==> src/timer_unit_pkg.sv <==
// constants, offsets and state layout shared by the timer/counter unit
package timer_unit_pkg;

  // register byte offsets on the register bus
  localparam logic [5:0] TIMER_CONTROL_OFS = 6'h00;
  localparam logic [5:0] TIMER_MODE_OFS = 6'h04;
  localparam logic [5:0] COUNTER0_LOW_OFS = 6'h08;
  localparam logic [5:0] COUNTER0_HIGH_OFS = 6'h0C;
  localparam logic [5:0] COUNTER1_LOW_OFS = 6'h10;
  localparam logic [5:0] COUNTER1_HIGH_OFS = 6'h14;
  localparam logic [5:0] TIMER2_CONTROL_OFS = 6'h18;
  localparam logic [5:0] COUNTER2_LOW_OFS = 6'h1C;
  localparam logic [5:0] COUNTER2_HIGH_OFS = 6'h20;
  localparam logic [5:0] CAPTURE_RELOAD_LOW_OFS = 6'h24;
  localparam logic [5:0] CAPTURE_RELOAD_HIGH_OFS = 6'h28;
  localparam logic [5:0] VECTOR_ACK_OFS = 6'h2C;

  // machine cycle: 12 oscillator periods, phases counted 0..11 from S1P1
  localparam logic [3:0] MC_LAST = 4'hB;
  localparam logic [3:0] SAMPLE_PH = 4'h9;
  localparam logic [3:0] UPDATE_PH = 4'h4;

  // timer_control_reg fields
  localparam int TF1_B = 7;
  localparam int TR1_B = 6;
  localparam int TF0_B = 5;
  localparam int TR0_B = 4;
  localparam int IE1_B = 3;
  localparam int IT1_B = 2;
  localparam int IE0_B = 1;
  localparam int IT0_B = 0;
  // timer2_control_reg fields
  localparam int TF2_B = 7;
  localparam int EXTERNAL_EVENT_FLAG_B = 6;
  localparam int RXSRC_B = 5;
  localparam int TXSRC_B = 4;
  localparam int EXEN_B = 3;
  localparam int TR2_B = 2;
  localparam int CT2_B = 1;
  localparam int CP_B = 0;
  // vector acknowledge bits
  localparam int ACK_TF0_B = 0;
  localparam int ACK_TF1_B = 1;
  localparam int ACK_IE0_B = 2;
  localparam int ACK_IE1_B = 3;

  localparam logic [1:0] RESP_OKAY = 2'h0;
  localparam logic [1:0] RESP_SLVERR = 2'h2;
  localparam logic [7:0] REG_RESET = 8'h00;

  // pin vector index: count inputs 0..2, trigger, irq pins
  localparam int PIN_N = 6;

  typedef struct packed {
    logic [PIN_N-1:0] sync1;
    logic [PIN_N-1:0] sync2;
    logic [3:0] ph;
    logic [3:0] smp;
    logic [1:0] irq_prev;
    logic [3:0] pend;
    logic [7:0] timer_mode_reg;
    logic [7:0] timer_control_reg;
    logic [7:0] timer2_control_reg;
    logic [7:0] tl0;
    logic [7:0] th0;
    logic [7:0] tl1;
    logic [7:0] th1;
    logic [7:0] tl2;
    logic [7:0] th2;
    logic [7:0] rcl;
    logic [7:0] rch;
    logic aw_ok;
    logic [5:0] aw_addr;
    logic w_ok;
    logic [31:0] w_data;
    logic w_lane0;
    logic awrdy;
    logic wrdy;
    logic bvalid;
    logic [1:0] bresp;
    logic arrdy;
    logic rvalid;
    logic [31:0] rdata;
    logic [1:0] rresp;
    logic rx_tick;
    logic tx_tick;
  } unit_state_t;

endpackage

==> src/three_timer_counter_unit.sv <==
// three timer/counter unit with register access over AXI4-Lite
// Contract
// - timer function counts once per machine cycle of 12 oscillator periods.
// - counter function samples pin once per cycle, counts on high-then-low samples.
// - detected fall becomes visible at update phase of following machine cycle.
// - per-timer source-select bit and two-bit mode field in mode register.
// - mode 0 counts 13 bits, high byte plus low five bits; rollover sets flag.
// - timers 0/1 count only while run bit set and gate clear or irq pin high.
// - setting the run bit leaves the count registers untouched.
// - gate bits sit at mode register bit 7 (timer 1) and bit 3 (timer 0).
// - mode 1 is mode 0 using all sixteen bits.
// - mode 2 counts low byte, overflow sets flag and reloads from high byte.
// - timer 1 in mode 3 holds its count, as if run bit cleared.
// - timer 0 mode 3 splits: low byte own controls, high byte uses timer 1's.
// - with timer 0 in mode 3, timer 1 runs unless in mode 3, still baud source.
// - overflow flags at control bits 7 and 5 set on overflow, cleared on vectoring.
// - irq edge flags set on edge or low level per type bit, cleared on processing.
// - timer 2 overflow flag set on overflow, never while a serial source bit set.
// - timer 2 external flag set when trigger fall causes capture or reload.
// - serial source bits route timer 2 or timer 1 overflows to serial clocks.
// - external enable permits trigger capture/reload unless serial-clocking; else ignored.
// - timer 2 runs while run bit set; source bit picks cycles or pin falls.
// - bit 0 picks capture or reload; serial clocking forces reload on overflow.
// - capture copies timer 2 low and high bytes into capture/reload registers.
// - reload loads capture/reload registers into timer 2 on rollover or trigger.
//
// The address map and the AXI4-Lite slave port were chosen for this implementation.
module three_timer_counter_unit import timer_unit_pkg::*; #(
  parameter int ADDR_W = 6
) (
  input wire logic CLK,
  input wire logic RST_B,
  input wire logic COUNT_INPUT_0,
  input wire logic COUNT_INPUT_1,
  input wire logic COUNT_INPUT_2,
  input wire logic CAPTURE_TRIGGER_PIN,
  input wire logic EXT_IRQ_PIN_0,
  input wire logic EXT_IRQ_PIN_1,
  output logic RX_BAUD_TICK,
  output logic TX_BAUD_TICK,
  input wire logic [ADDR_W-1:0] S_AXI_AWADDR,
  input wire logic S_AXI_AWVALID,
  output logic S_AXI_AWREADY,
  input wire logic [31:0] S_AXI_WDATA,
  input wire logic [3:0] S_AXI_WSTRB,
  input wire logic S_AXI_WVALID,
  output logic S_AXI_WREADY,
  output logic [1:0] S_AXI_BRESP,
  output logic S_AXI_BVALID,
  input wire logic S_AXI_BREADY,
  input wire logic [ADDR_W-1:0] S_AXI_ARADDR,
  input wire logic S_AXI_ARVALID,
  output logic S_AXI_ARREADY,
  output logic [31:0] S_AXI_RDATA,
  output logic [1:0] S_AXI_RRESP,
  output logic S_AXI_RVALID,
  input wire logic S_AXI_RREADY
);

  if (ADDR_W < 6) begin : g_addr_check
    $error("ADDR_W must be at least 6");
  end

  unit_state_t r;
  unit_state_t n;

  // one count step for modes 0..2: {overflow, high, low}
  function automatic logic [16:0] cnt_step(input logic [1:0] m, input logic [7:0] h,
                                           input logic [7:0] l);
    logic [13:0] s13;
    logic [16:0] s16;
    logic [8:0] s8;
    s13 = {1'b0, h, l[4:0]} + 14'h0001;
    s16 = {1'b0, h, l} + 17'h00001;
    s8 = {1'b0, l} + 9'h001;
    case (m)
      2'h0: cnt_step = {s13[13], s13[12:5], l[7:5], s13[4:0]};
      2'h1: cnt_step = s16;
      default: cnt_step = {s8[8], h, (s8[8] ? h : s8[7:0])};
    endcase
  endfunction

  function automatic logic [8:0] inc8(input logic [7:0] v);
    inc8 = {1'b0, v} + 9'h001;
  endfunction

  logic smp_ph, upd_ph, t0m3, t1m3, baud, en0, en1, wr_go, rd_go;
  logic [3:0] fall;
  logic [2:0] tick;
  logic [16:0] res;
  logic [8:0] r8;
  logic [16:0] s2;
  logic set_tf0, set_tf1, set_tf2, set_external_event_flag, set_ie0, set_ie1, ovf1, ovf2;
  logic [5:0] wa;
  logic [5:0] ra;
  logic [7:0] wv;
  logic [7:0] rv;
  logic rd_hit;

  assign wa = r.aw_addr;
  assign ra = S_AXI_ARADDR[5:0];
  assign wv = r.w_data[7:0];
  assign wr_go = r.aw_ok && r.w_ok && !r.bvalid;
  assign rd_go = S_AXI_ARVALID && r.arrdy;

  always_comb begin
    n = r;
    set_tf0 = 1'b0;
    set_tf1 = 1'b0;
    set_tf2 = 1'b0;
    set_external_event_flag = 1'b0;
    set_ie0 = 1'b0;
    set_ie1 = 1'b0;
    ovf1 = 1'b0;
    ovf2 = 1'b0;
    res = 17'h00000;
    r8 = 9'h000;
    s2 = 17'h00000;
    rv = 8'h00;
    rd_hit = 1'b1;
    // pins cross into the clock domain through two flops
    n.sync1 = {EXT_IRQ_PIN_1, EXT_IRQ_PIN_0, CAPTURE_TRIGGER_PIN,
               COUNT_INPUT_2, COUNT_INPUT_1, COUNT_INPUT_0};
    n.sync2 = r.sync1;
    n.ph = (r.ph == MC_LAST) ? 4'h0 : r.ph + 4'h1;
    smp_ph = (r.ph == SAMPLE_PH);
    upd_ph = (r.ph == UPDATE_PH);
    fall = r.smp & ~r.sync2[3:0];
    if (smp_ph) begin
      n.smp = r.sync2[3:0];
      n.pend = r.pend | fall;
      n.irq_prev = r.sync2[5:4];
      set_ie0 = r.timer_control_reg[IT0_B] ? (r.irq_prev[0] && !r.sync2[4]) : !r.sync2[4];
      set_ie1 = r.timer_control_reg[IT1_B] ? (r.irq_prev[1] && !r.sync2[5]) : !r.sync2[5];
    end
    t0m3 = (r.timer_mode_reg[1:0] == 2'h3);
    t1m3 = (r.timer_mode_reg[5:4] == 2'h3);
    baud = r.timer2_control_reg[RXSRC_B] || r.timer2_control_reg[TXSRC_B];
    tick[0] = r.timer_mode_reg[2] ? r.pend[0] : 1'b1;
    tick[1] = r.timer_mode_reg[6] ? r.pend[1] : 1'b1;
    tick[2] = r.timer2_control_reg[CT2_B] ? r.pend[2] : 1'b1;
    en0 = r.timer_control_reg[TR0_B] && (!r.timer_mode_reg[3] || r.sync2[4]);
    en1 = t0m3 ? !t1m3
               : (r.timer_control_reg[TR1_B] && (!r.timer_mode_reg[7] || r.sync2[5]) && !t1m3);
    if (upd_ph) begin
      n.pend = 4'h0;
      if (t0m3) begin
        if (en0 && tick[0]) begin
          r8 = inc8(r.tl0);
          n.tl0 = r8[7:0];
          set_tf0 = r8[8];
        end
        if (r.timer_control_reg[TR1_B]) begin
          r8 = inc8(r.th0);
          n.th0 = r8[7:0];
          set_tf1 = r8[8];
        end
      end else if (en0 && tick[0]) begin
        res = cnt_step(r.timer_mode_reg[1:0], r.th0, r.tl0);
        {set_tf0, n.th0, n.tl0} = res;
      end
      if (en1 && tick[1]) begin
        res = cnt_step(r.timer_mode_reg[5:4], r.th1, r.tl1);
        n.th1 = res[15:8];
        n.tl1 = res[7:0];
        ovf1 = res[16];
        if (!t0m3) begin
          set_tf1 = res[16];
        end
      end
      if (r.timer2_control_reg[TR2_B] && tick[2]) begin
        s2 = {1'b0, r.th2, r.tl2} + 17'h00001;
        {n.th2, n.tl2} = s2[15:0];
        if (s2[16]) begin
          ovf2 = 1'b1;
          set_tf2 = !baud;
          if (baud || !r.timer2_control_reg[CP_B]) begin
            {n.th2, n.tl2} = {r.rch, r.rcl};
          end
        end
      end
      if (r.pend[3] && r.timer2_control_reg[EXEN_B] && !baud) begin
        set_external_event_flag = 1'b1;
        if (r.timer2_control_reg[CP_B]) begin
          n.rcl = r.tl2;
          n.rch = r.th2;
        end else begin
          {n.th2, n.tl2} = {r.rch, r.rcl};
        end
      end
    end
    n.rx_tick = r.timer2_control_reg[RXSRC_B] ? ovf2 : ovf1;
    n.tx_tick = r.timer2_control_reg[TXSRC_B] ? ovf2 : ovf1;
    // write side: address and data may arrive in either order
    if (S_AXI_AWVALID && r.awrdy) begin
      n.aw_ok = 1'b1;
      n.aw_addr = S_AXI_AWADDR[5:0];
    end
    if (S_AXI_WVALID && r.wrdy) begin
      n.w_ok = 1'b1;
      n.w_data = S_AXI_WDATA;
      n.w_lane0 = S_AXI_WSTRB[0];
    end
    if (r.bvalid && S_AXI_BREADY) begin
      n.bvalid = 1'b0;
    end
    if (wr_go) begin
      n.aw_ok = 1'b0;
      n.w_ok = 1'b0;
      n.bvalid = 1'b1;
      n.bresp = RESP_OKAY;
      // software writes win over counting in the same cycle; run bits never clear counts
      unique case (wa)
        TIMER_CONTROL_OFS: if (r.w_lane0) n.timer_control_reg = wv;
        TIMER_MODE_OFS: if (r.w_lane0) n.timer_mode_reg = wv;
        COUNTER0_LOW_OFS: if (r.w_lane0) n.tl0 = wv;
        COUNTER0_HIGH_OFS: if (r.w_lane0) n.th0 = wv;
        COUNTER1_LOW_OFS: if (r.w_lane0) n.tl1 = wv;
        COUNTER1_HIGH_OFS: if (r.w_lane0) n.th1 = wv;
        TIMER2_CONTROL_OFS: if (r.w_lane0) n.timer2_control_reg = wv;
        COUNTER2_LOW_OFS: if (r.w_lane0) n.tl2 = wv;
        COUNTER2_HIGH_OFS: if (r.w_lane0) n.th2 = wv;
        CAPTURE_RELOAD_LOW_OFS: if (r.w_lane0) n.rcl = wv;
        CAPTURE_RELOAD_HIGH_OFS: if (r.w_lane0) n.rch = wv;
        VECTOR_ACK_OFS: if (r.w_lane0) begin
          n.timer_control_reg[TF0_B] = n.timer_control_reg[TF0_B] && !wv[ACK_TF0_B];
          n.timer_control_reg[TF1_B] = n.timer_control_reg[TF1_B] && !wv[ACK_TF1_B];
          n.timer_control_reg[IE0_B] = n.timer_control_reg[IE0_B] && !wv[ACK_IE0_B];
          n.timer_control_reg[IE1_B] = n.timer_control_reg[IE1_B] && !wv[ACK_IE1_B];
        end
        default: n.bresp = RESP_SLVERR;
      endcase
    end
    // hardware sets win over any clear in the same cycle
    n.timer_control_reg[TF0_B] = n.timer_control_reg[TF0_B] || set_tf0;
    n.timer_control_reg[TF1_B] = n.timer_control_reg[TF1_B] || set_tf1;
    n.timer_control_reg[IE0_B] = n.timer_control_reg[IE0_B] || set_ie0;
    n.timer_control_reg[IE1_B] = n.timer_control_reg[IE1_B] || set_ie1;
    n.timer2_control_reg[TF2_B] = n.timer2_control_reg[TF2_B] || set_tf2;
    n.timer2_control_reg[EXTERNAL_EVENT_FLAG_B] = n.timer2_control_reg[EXTERNAL_EVENT_FLAG_B] || set_external_event_flag;
    n.awrdy = !n.aw_ok;
    n.wrdy = !n.w_ok;
    // read side: one read at a time, answered the cycle after acceptance
    unique case (ra)
      TIMER_CONTROL_OFS: rv = r.timer_control_reg;
      TIMER_MODE_OFS: rv = r.timer_mode_reg;
      COUNTER0_LOW_OFS: rv = r.tl0;
      COUNTER0_HIGH_OFS: rv = r.th0;
      COUNTER1_LOW_OFS: rv = r.tl1;
      COUNTER1_HIGH_OFS: rv = r.th1;
      TIMER2_CONTROL_OFS: rv = r.timer2_control_reg;
      COUNTER2_LOW_OFS: rv = r.tl2;
      COUNTER2_HIGH_OFS: rv = r.th2;
      CAPTURE_RELOAD_LOW_OFS: rv = r.rcl;
      CAPTURE_RELOAD_HIGH_OFS: rv = r.rch;
      VECTOR_ACK_OFS: rv = 8'h00;
      default: rd_hit = 1'b0;
    endcase
    if (r.rvalid && S_AXI_RREADY) begin
      n.rvalid = 1'b0;
    end
    if (rd_go) begin
      n.rvalid = 1'b1;
      n.rdata = {24'h000000, rv};
      n.rresp = rd_hit ? RESP_OKAY : RESP_SLVERR;
    end
    n.arrdy = !n.rvalid;
  end

  always_ff @(posedge CLK or negedge RST_B) begin
    if (!RST_B) begin
      r <= '0;
    end else begin
      r <= n;
    end
  end

  assign RX_BAUD_TICK = r.rx_tick;
  assign TX_BAUD_TICK = r.tx_tick;
  assign S_AXI_AWREADY = r.awrdy;
  assign S_AXI_WREADY = r.wrdy;
  assign S_AXI_BVALID = r.bvalid;
  assign S_AXI_BRESP = r.bresp;
  assign S_AXI_ARREADY = r.arrdy;
  assign S_AXI_RVALID = r.rvalid;
  assign S_AXI_RDATA = r.rdata;
  assign S_AXI_RRESP = r.rresp;

  // timer 0, 16-bit timer function, counts exactly one per update phase
  AST_T0_TIMER_TICK: assert property (
    @(posedge CLK) disable iff (!RST_B)
    (upd_ph && r.timer_mode_reg[3:0] == 4'h1 && r.timer_control_reg[TR0_B] && !wr_go)
    |=> {r.th0, r.tl0} == $past({r.th0, r.tl0}) + 16'h0001)
    else $error("timer 0 did not advance by one at update phase");

  AST_NO_COUNT_OFF_PHASE: assert property (
    @(posedge CLK) disable iff (!RST_B)
    (!upd_ph && !wr_go) |=> (r.tl0 == $past(r.tl0) && r.tl1 == $past(r.tl1)))
    else $error("count changed outside update phase");

  AST_FALL_CONSUMED: assert property (
    @(posedge CLK) disable iff (!RST_B)
    (smp_ph && fall[0]) |=> r.pend[0] [*7] ##1 !r.pend[0])
    else $error("pending count edge not consumed at next update phase");

  AST_GATED_HOLD: assert property (
    @(posedge CLK) disable iff (!RST_B)
    (!t0m3 && !en0 && !wr_go) |=> (r.tl0 == $past(r.tl0) && r.th0 == $past(r.th0)))
    else $error("timer 0 counted while stopped or gated");

  AST_MODE2_RELOAD: assert property (
    @(posedge CLK) disable iff (!RST_B)
    (upd_ph && r.timer_mode_reg[1:0] == 2'h2 && en0 && tick[0] && r.tl0 == 8'hFF && !wr_go)
    |=> (r.tl0 == r.th0 && r.timer_control_reg[TF0_B] && $stable(r.th0)))
    else $error("mode 2 overflow did not reload low byte and set flag");

  AST_T1_MODE3_HOLD: assert property (
    @(posedge CLK) disable iff (!RST_B)
    (t1m3 && !wr_go) |=> ($stable(r.tl1) && $stable(r.th1)))
    else $error("timer 1 moved while in mode 3");

  AST_TF2_NOT_IN_BAUD: assert property (
    @(posedge CLK) disable iff (!RST_B)
    (baud && !r.timer2_control_reg[TF2_B] && !wr_go) |=> !r.timer2_control_reg[TF2_B])
    else $error("timer 2 overflow flag set while clocking serial port");

  AST_EXTERNAL_EVENT_FLAG_NEEDS_ENABLE: assert property (
    @(posedge CLK) disable iff (!RST_B)
    (!r.timer2_control_reg[EXEN_B] && !r.timer2_control_reg[EXTERNAL_EVENT_FLAG_B] && !wr_go) |=> !r.timer2_control_reg[EXTERNAL_EVENT_FLAG_B])
    else $error("external flag set with external enable clear");

  AST_CAPTURE_COPY: assert property (
    @(posedge CLK) disable iff (!RST_B)
    (upd_ph && r.pend[3] && r.timer2_control_reg[EXEN_B] && !baud && r.timer2_control_reg[CP_B] && !wr_go)
    |=> (r.rcl == $past(r.tl2) && r.rch == $past(r.th2)))
    else $error("trigger fall did not capture timer 2 count");

  AST_ACK_CLEARS_TF0: assert property (
    @(posedge CLK) disable iff (!RST_B)
    (wr_go && wa == VECTOR_ACK_OFS && r.w_lane0 && wv[ACK_TF0_B] && !set_tf0)
    |=> !r.timer_control_reg[TF0_B])
    else $error("vector acknowledge did not clear timer 0 flag");

endmodule

==> config.mk <==
export PLATFORM = sky130hd
export DESIGN_NAME = three_timer_counter_unit
export DESIGN_NICKNAME = d
export VERILOG_FILES = /design/src/timer_unit_pkg.sv /design/src/three_timer_counter_unit.sv
export SDC_FILE = /design/constraint.sdc
export NUM_CORES = 1
export LEC_CHECK = 0
export ABC_CLOCK_PERIOD_IN_PS = 6200
export BUFFER_PORTS_ARGS = -buffer_cell sky130_fd_sc_hd__buf_2
export CAP_MARGIN = 20
export CORE_MARGIN = 1.5
export CORE_UTILIZATION = 31
export DETAILED_ROUTE_END_ITERATION = 10
export SETUP_SLACK_MARGIN = 0.15
export SKIP_CTS_REPAIR_TIMING = 1
export SLEW_MARGIN = 20
export SYNTH_ARGS = -nofsm -noshare
export SYNTH_HDL_FRONTEND = slang
export SYNTH_SLANG_ARGS = --single-unit
export TNS_END_PERCENT = 10
==> constraint.sdc <==
create_clock -name CLK -period 6.2 [get_ports CLK]
set_clock_uncertainty 0.1 [all_clocks]
set_input_delay 1.24 -clock CLK [delete_from_list [all_inputs] [get_ports CLK]]
set_output_delay 1.24 -clock CLK [all_outputs]
set_load 0.05 [all_outputs]
==> impl_results.md <==
- Post-synth cell types: 79
- TritonCTS Sinks: 148
- Worst Setup EP: r[131]
- Initial Util: 31.4%
- Yosys Warn Count: 0
- Leak pwr: 4.20 nW
- Status: finished clean
- Clk root buf: clkbuf_16
- Hold WC Path Type: flip-flop to flip-flop
- Initial detailed-routing violation count: 831
- P&R area growth vs syn: 10.5%
- Crit. Startpoint: r[182]
- Initial antenna violation count: 0
- Buf/Inv on CP: 1
- Unrepaired setup endpoints after global routing: no
- Fin. Hold Viols: 0
- GP Congestion: 0.905
- HPWL after DPL: 18.1 mm
- Max_cap viols: 0
- Fin cells: 1407
- Vias: 7802
- DR pass1 iterations: 6
- Core box area: 28500 um2
- Die X-Extent: 173 um
- Leading area contributor after synthesis: dfrtp_1
- Clock share of power: 30.7%
- CTS tree: done
- Net Sw Power: 1.49 mW
- Post-synth top flop: dfrtp_1
- Syn avg cell area: 8.82 um2
- Die span in y: 173 um
- Commonest cells post-synth: 148 x dfrtp_1, 136 x nand2_1, 69 x nor2_1
- Ys async rst share: 100%
- Largest net degree at the start of global routing: 84
- Slew HR: 31.4%
- Peak supply drop: 0.185 mV
- Fmax: 298 MHz
- CP Launch Type: flip-flop
- Gr ovfl total: 0
- Reg2Reg Capture Point: r[131]
- Reg2Reg Launch Point: r[182]
- Synth Instances: 1015
- R2R Setup Slk: 2.84 ns
- Register area share after synthesis: 41.4%
- Placed insts: 1374
- Crit path largest cell delay: 0.73 ns
- TritonCTS Buffers: 17
- Tot GR Track Use: 17.7%
- CP cell instances: inv_1 > ha_1 > and3b_2 > o21ai_1 > a211oi_4 > or4b_1 > a211o_1 > nand3_1
- CTS max path bufs: 2
- Avg WL per Cell: 18.7 um
- Number of buffers added on ports: 50
- Tmin final: 3.36 ns
- H-tree depth: 4
- Worst EP required: 6.47 ns
- Row cnt: 62
- Combinational fraction of design power: 20.3%
- Register bit total from synthesis: 148
- Clock latency at the later pin of the worst-skew pair: 0.44 ns
- Post-DR vias/cell: 5.55
- CP max FO: 38
- Final worst slack: 2.84 ns
- Layout cells sized above 1: 13.6%
- Cell family contributing the most delay on the critical path: simple AND/OR/NAND/NOR gates
- CP Class: flip-flop to flip-flop
- Reg clk slew, reported paths: 0.07 ns
- Critical Path Stages: 8
- Setup crit end kind: flip-flop
- Design area: 9890 um2
- Top cells by area, synth: dfrtp_1 41%, nand2_1 5.7%, mux2_2 4.2%
- Slew Viols, Final: 0
- Diodes inserted: 0
- EDFF count, synth: 0
- Antenna viol nets, final: 0
- Crit path max-delay cell type: and3b_2
- Share of power burned in registers: 48.9%
- Synth top area share: 41.4%
- WL final: 26.3 mm
- Worst r2r path cells: 8
- Dpl cell area: 9250 um2
- Sw frac: 40.6%
- Crit path arrival time: 3.62 ns
- Most common cell in the synthesized netlist: dfrtp_1
- Pwr dens: 371 nW/um2
- Tcrit/Tclk final: 54.2%
- Vias in the first global route: 7114
- Hold Worst Slack: 0.247 ns
- Post-Syn Area: 8950 um2
- Final nets: 1078
- Worst Hold Depth: 0
- First-pass GRT wire length: 41.6 mm
- Total Power: 3.67 mW
- Setup TNS Final: 0 ns
- DP Worst Slack: 2.84 ns
- Final setup viols: 0
- Worst-margin pin slew: 1.03 ns
- I/O Pins: 104
- Pint: 2.18 mW
- DR DRC count: 0
- Die Area: 29900 um2
- Layout Utilization: 34.6%
[layout make-up]
cell class                      instances  area [um2]
Inverter                               21        78.8
Tap cell                              384         480
Clock buffer                           17         425
Multi-Input combinational cell        767        4700
Sequential cell                       148        3700
Timing Repair Buffer                   55         294
Clock inverter                         15         204
Fill cell                            2970       18700
[state kept, by name (all words and copies together) (netlist names)]
register	flops
r	119
S_AXI_RDATA	8
n	6
wa	6
RX_BAUD_TICK	1
S_AXI_ARREADY	1
S_AXI_AWREADY	1
S_AXI_BRESP	1
S_AXI_BVALID	1
S_AXI_RRESP	1
S_AXI_RVALID	1
S_AXI_WREADY	1
TX_BAUD_TICK	1
[power groups by stage]
stage | combinational, mW | sequential [mW] | clock (mW)
after floorplan | 0.717 | 1.47 | 0
final | 0.746 | 1.80 | 1.13
after CTS | 0.745 | 1.77 | 1.14
after global routing | 0.827 | 1.83 | 1.19
after global placement | 0.724 | 1.78 | 0
after detailed placement | 0.743 | 1.79 | 0
[cells by family after synthesis]
family | after synthesis | share of synthesized area [%]
XOR/XNOR | 22 | 2.15
multiplexers | 68 | 8.12
other | 1 | 0.0419
AO/OA/AOI/OAI | 260 | 18.7
flip-flops | 148 | 41.4
AND/OR/NAND/NOR | 384 | 21.5
buffers and inverters | 125 | 7.16
adder cells (fa/ha/maj) | 7 | 0.978
[routing by layer]
metal / vias to the layer above / routed length [um] / global-route usage, %
met1: 3777 / 11900 / 25.6
met3: 47 / 2340 / 3.58
li1: 3590 / - / -
met2: 388 / 11400 / 26.2
met5: - / 0 / 0
met4: 0 / 713 / 6.27
[worst min path at each step]
| stage | slack [ns] | start | endpoint |
|---|---|---|---|
| 3_5_place_dp | 0.24 | n[188] | r[188] |
| 6_report | 0.25 | n[188] | r[188] |
| 3_3_place_gp | 0.23 | n[186] | r[186] |
| 2_1_floorplan | 0.23 | n[186] | r[186] |
| 4_1_cts | 0.25 | n[188] | r[188] |
| 5_1_grt | 0.26 | n[187] | r[187] |
[layout by cell type (no fill, tap or decap), types with 6 or more instances in the layout]
cell type,synthesis,layout
nand2b_1,6,6
and2_1,11,11
and3_1,18,18
nor2b_1,7,7
o21ai_0,64,64
mux2i_1,34,34
nor3_1,22,22
a22oi_1,33,33
nand3_1,48,48
clkbuf_16,0,17
conb_1,1,26
inv_1,21,21
and4_1,8,8
dfrtp_1,148,148
o21ai_1,34,34
nor2_1,69,69
a21o_1,7,7
nor4_1,6,6
mux2_2,33,33
a211oi_1,7,7
nand4_1,16,16
a21oi_1,42,42
o211ai_1,9,9
buf_2,14,49
ha_1,7,7
xnor2_1,10,10
o31ai_1,6,6
a31oi_1,14,14
xor2_1,12,12
nand3b_1,6,6
inv_6,0,7
nand2_1,136,136
Note: power is estimated with default switching activity, not from simulation.
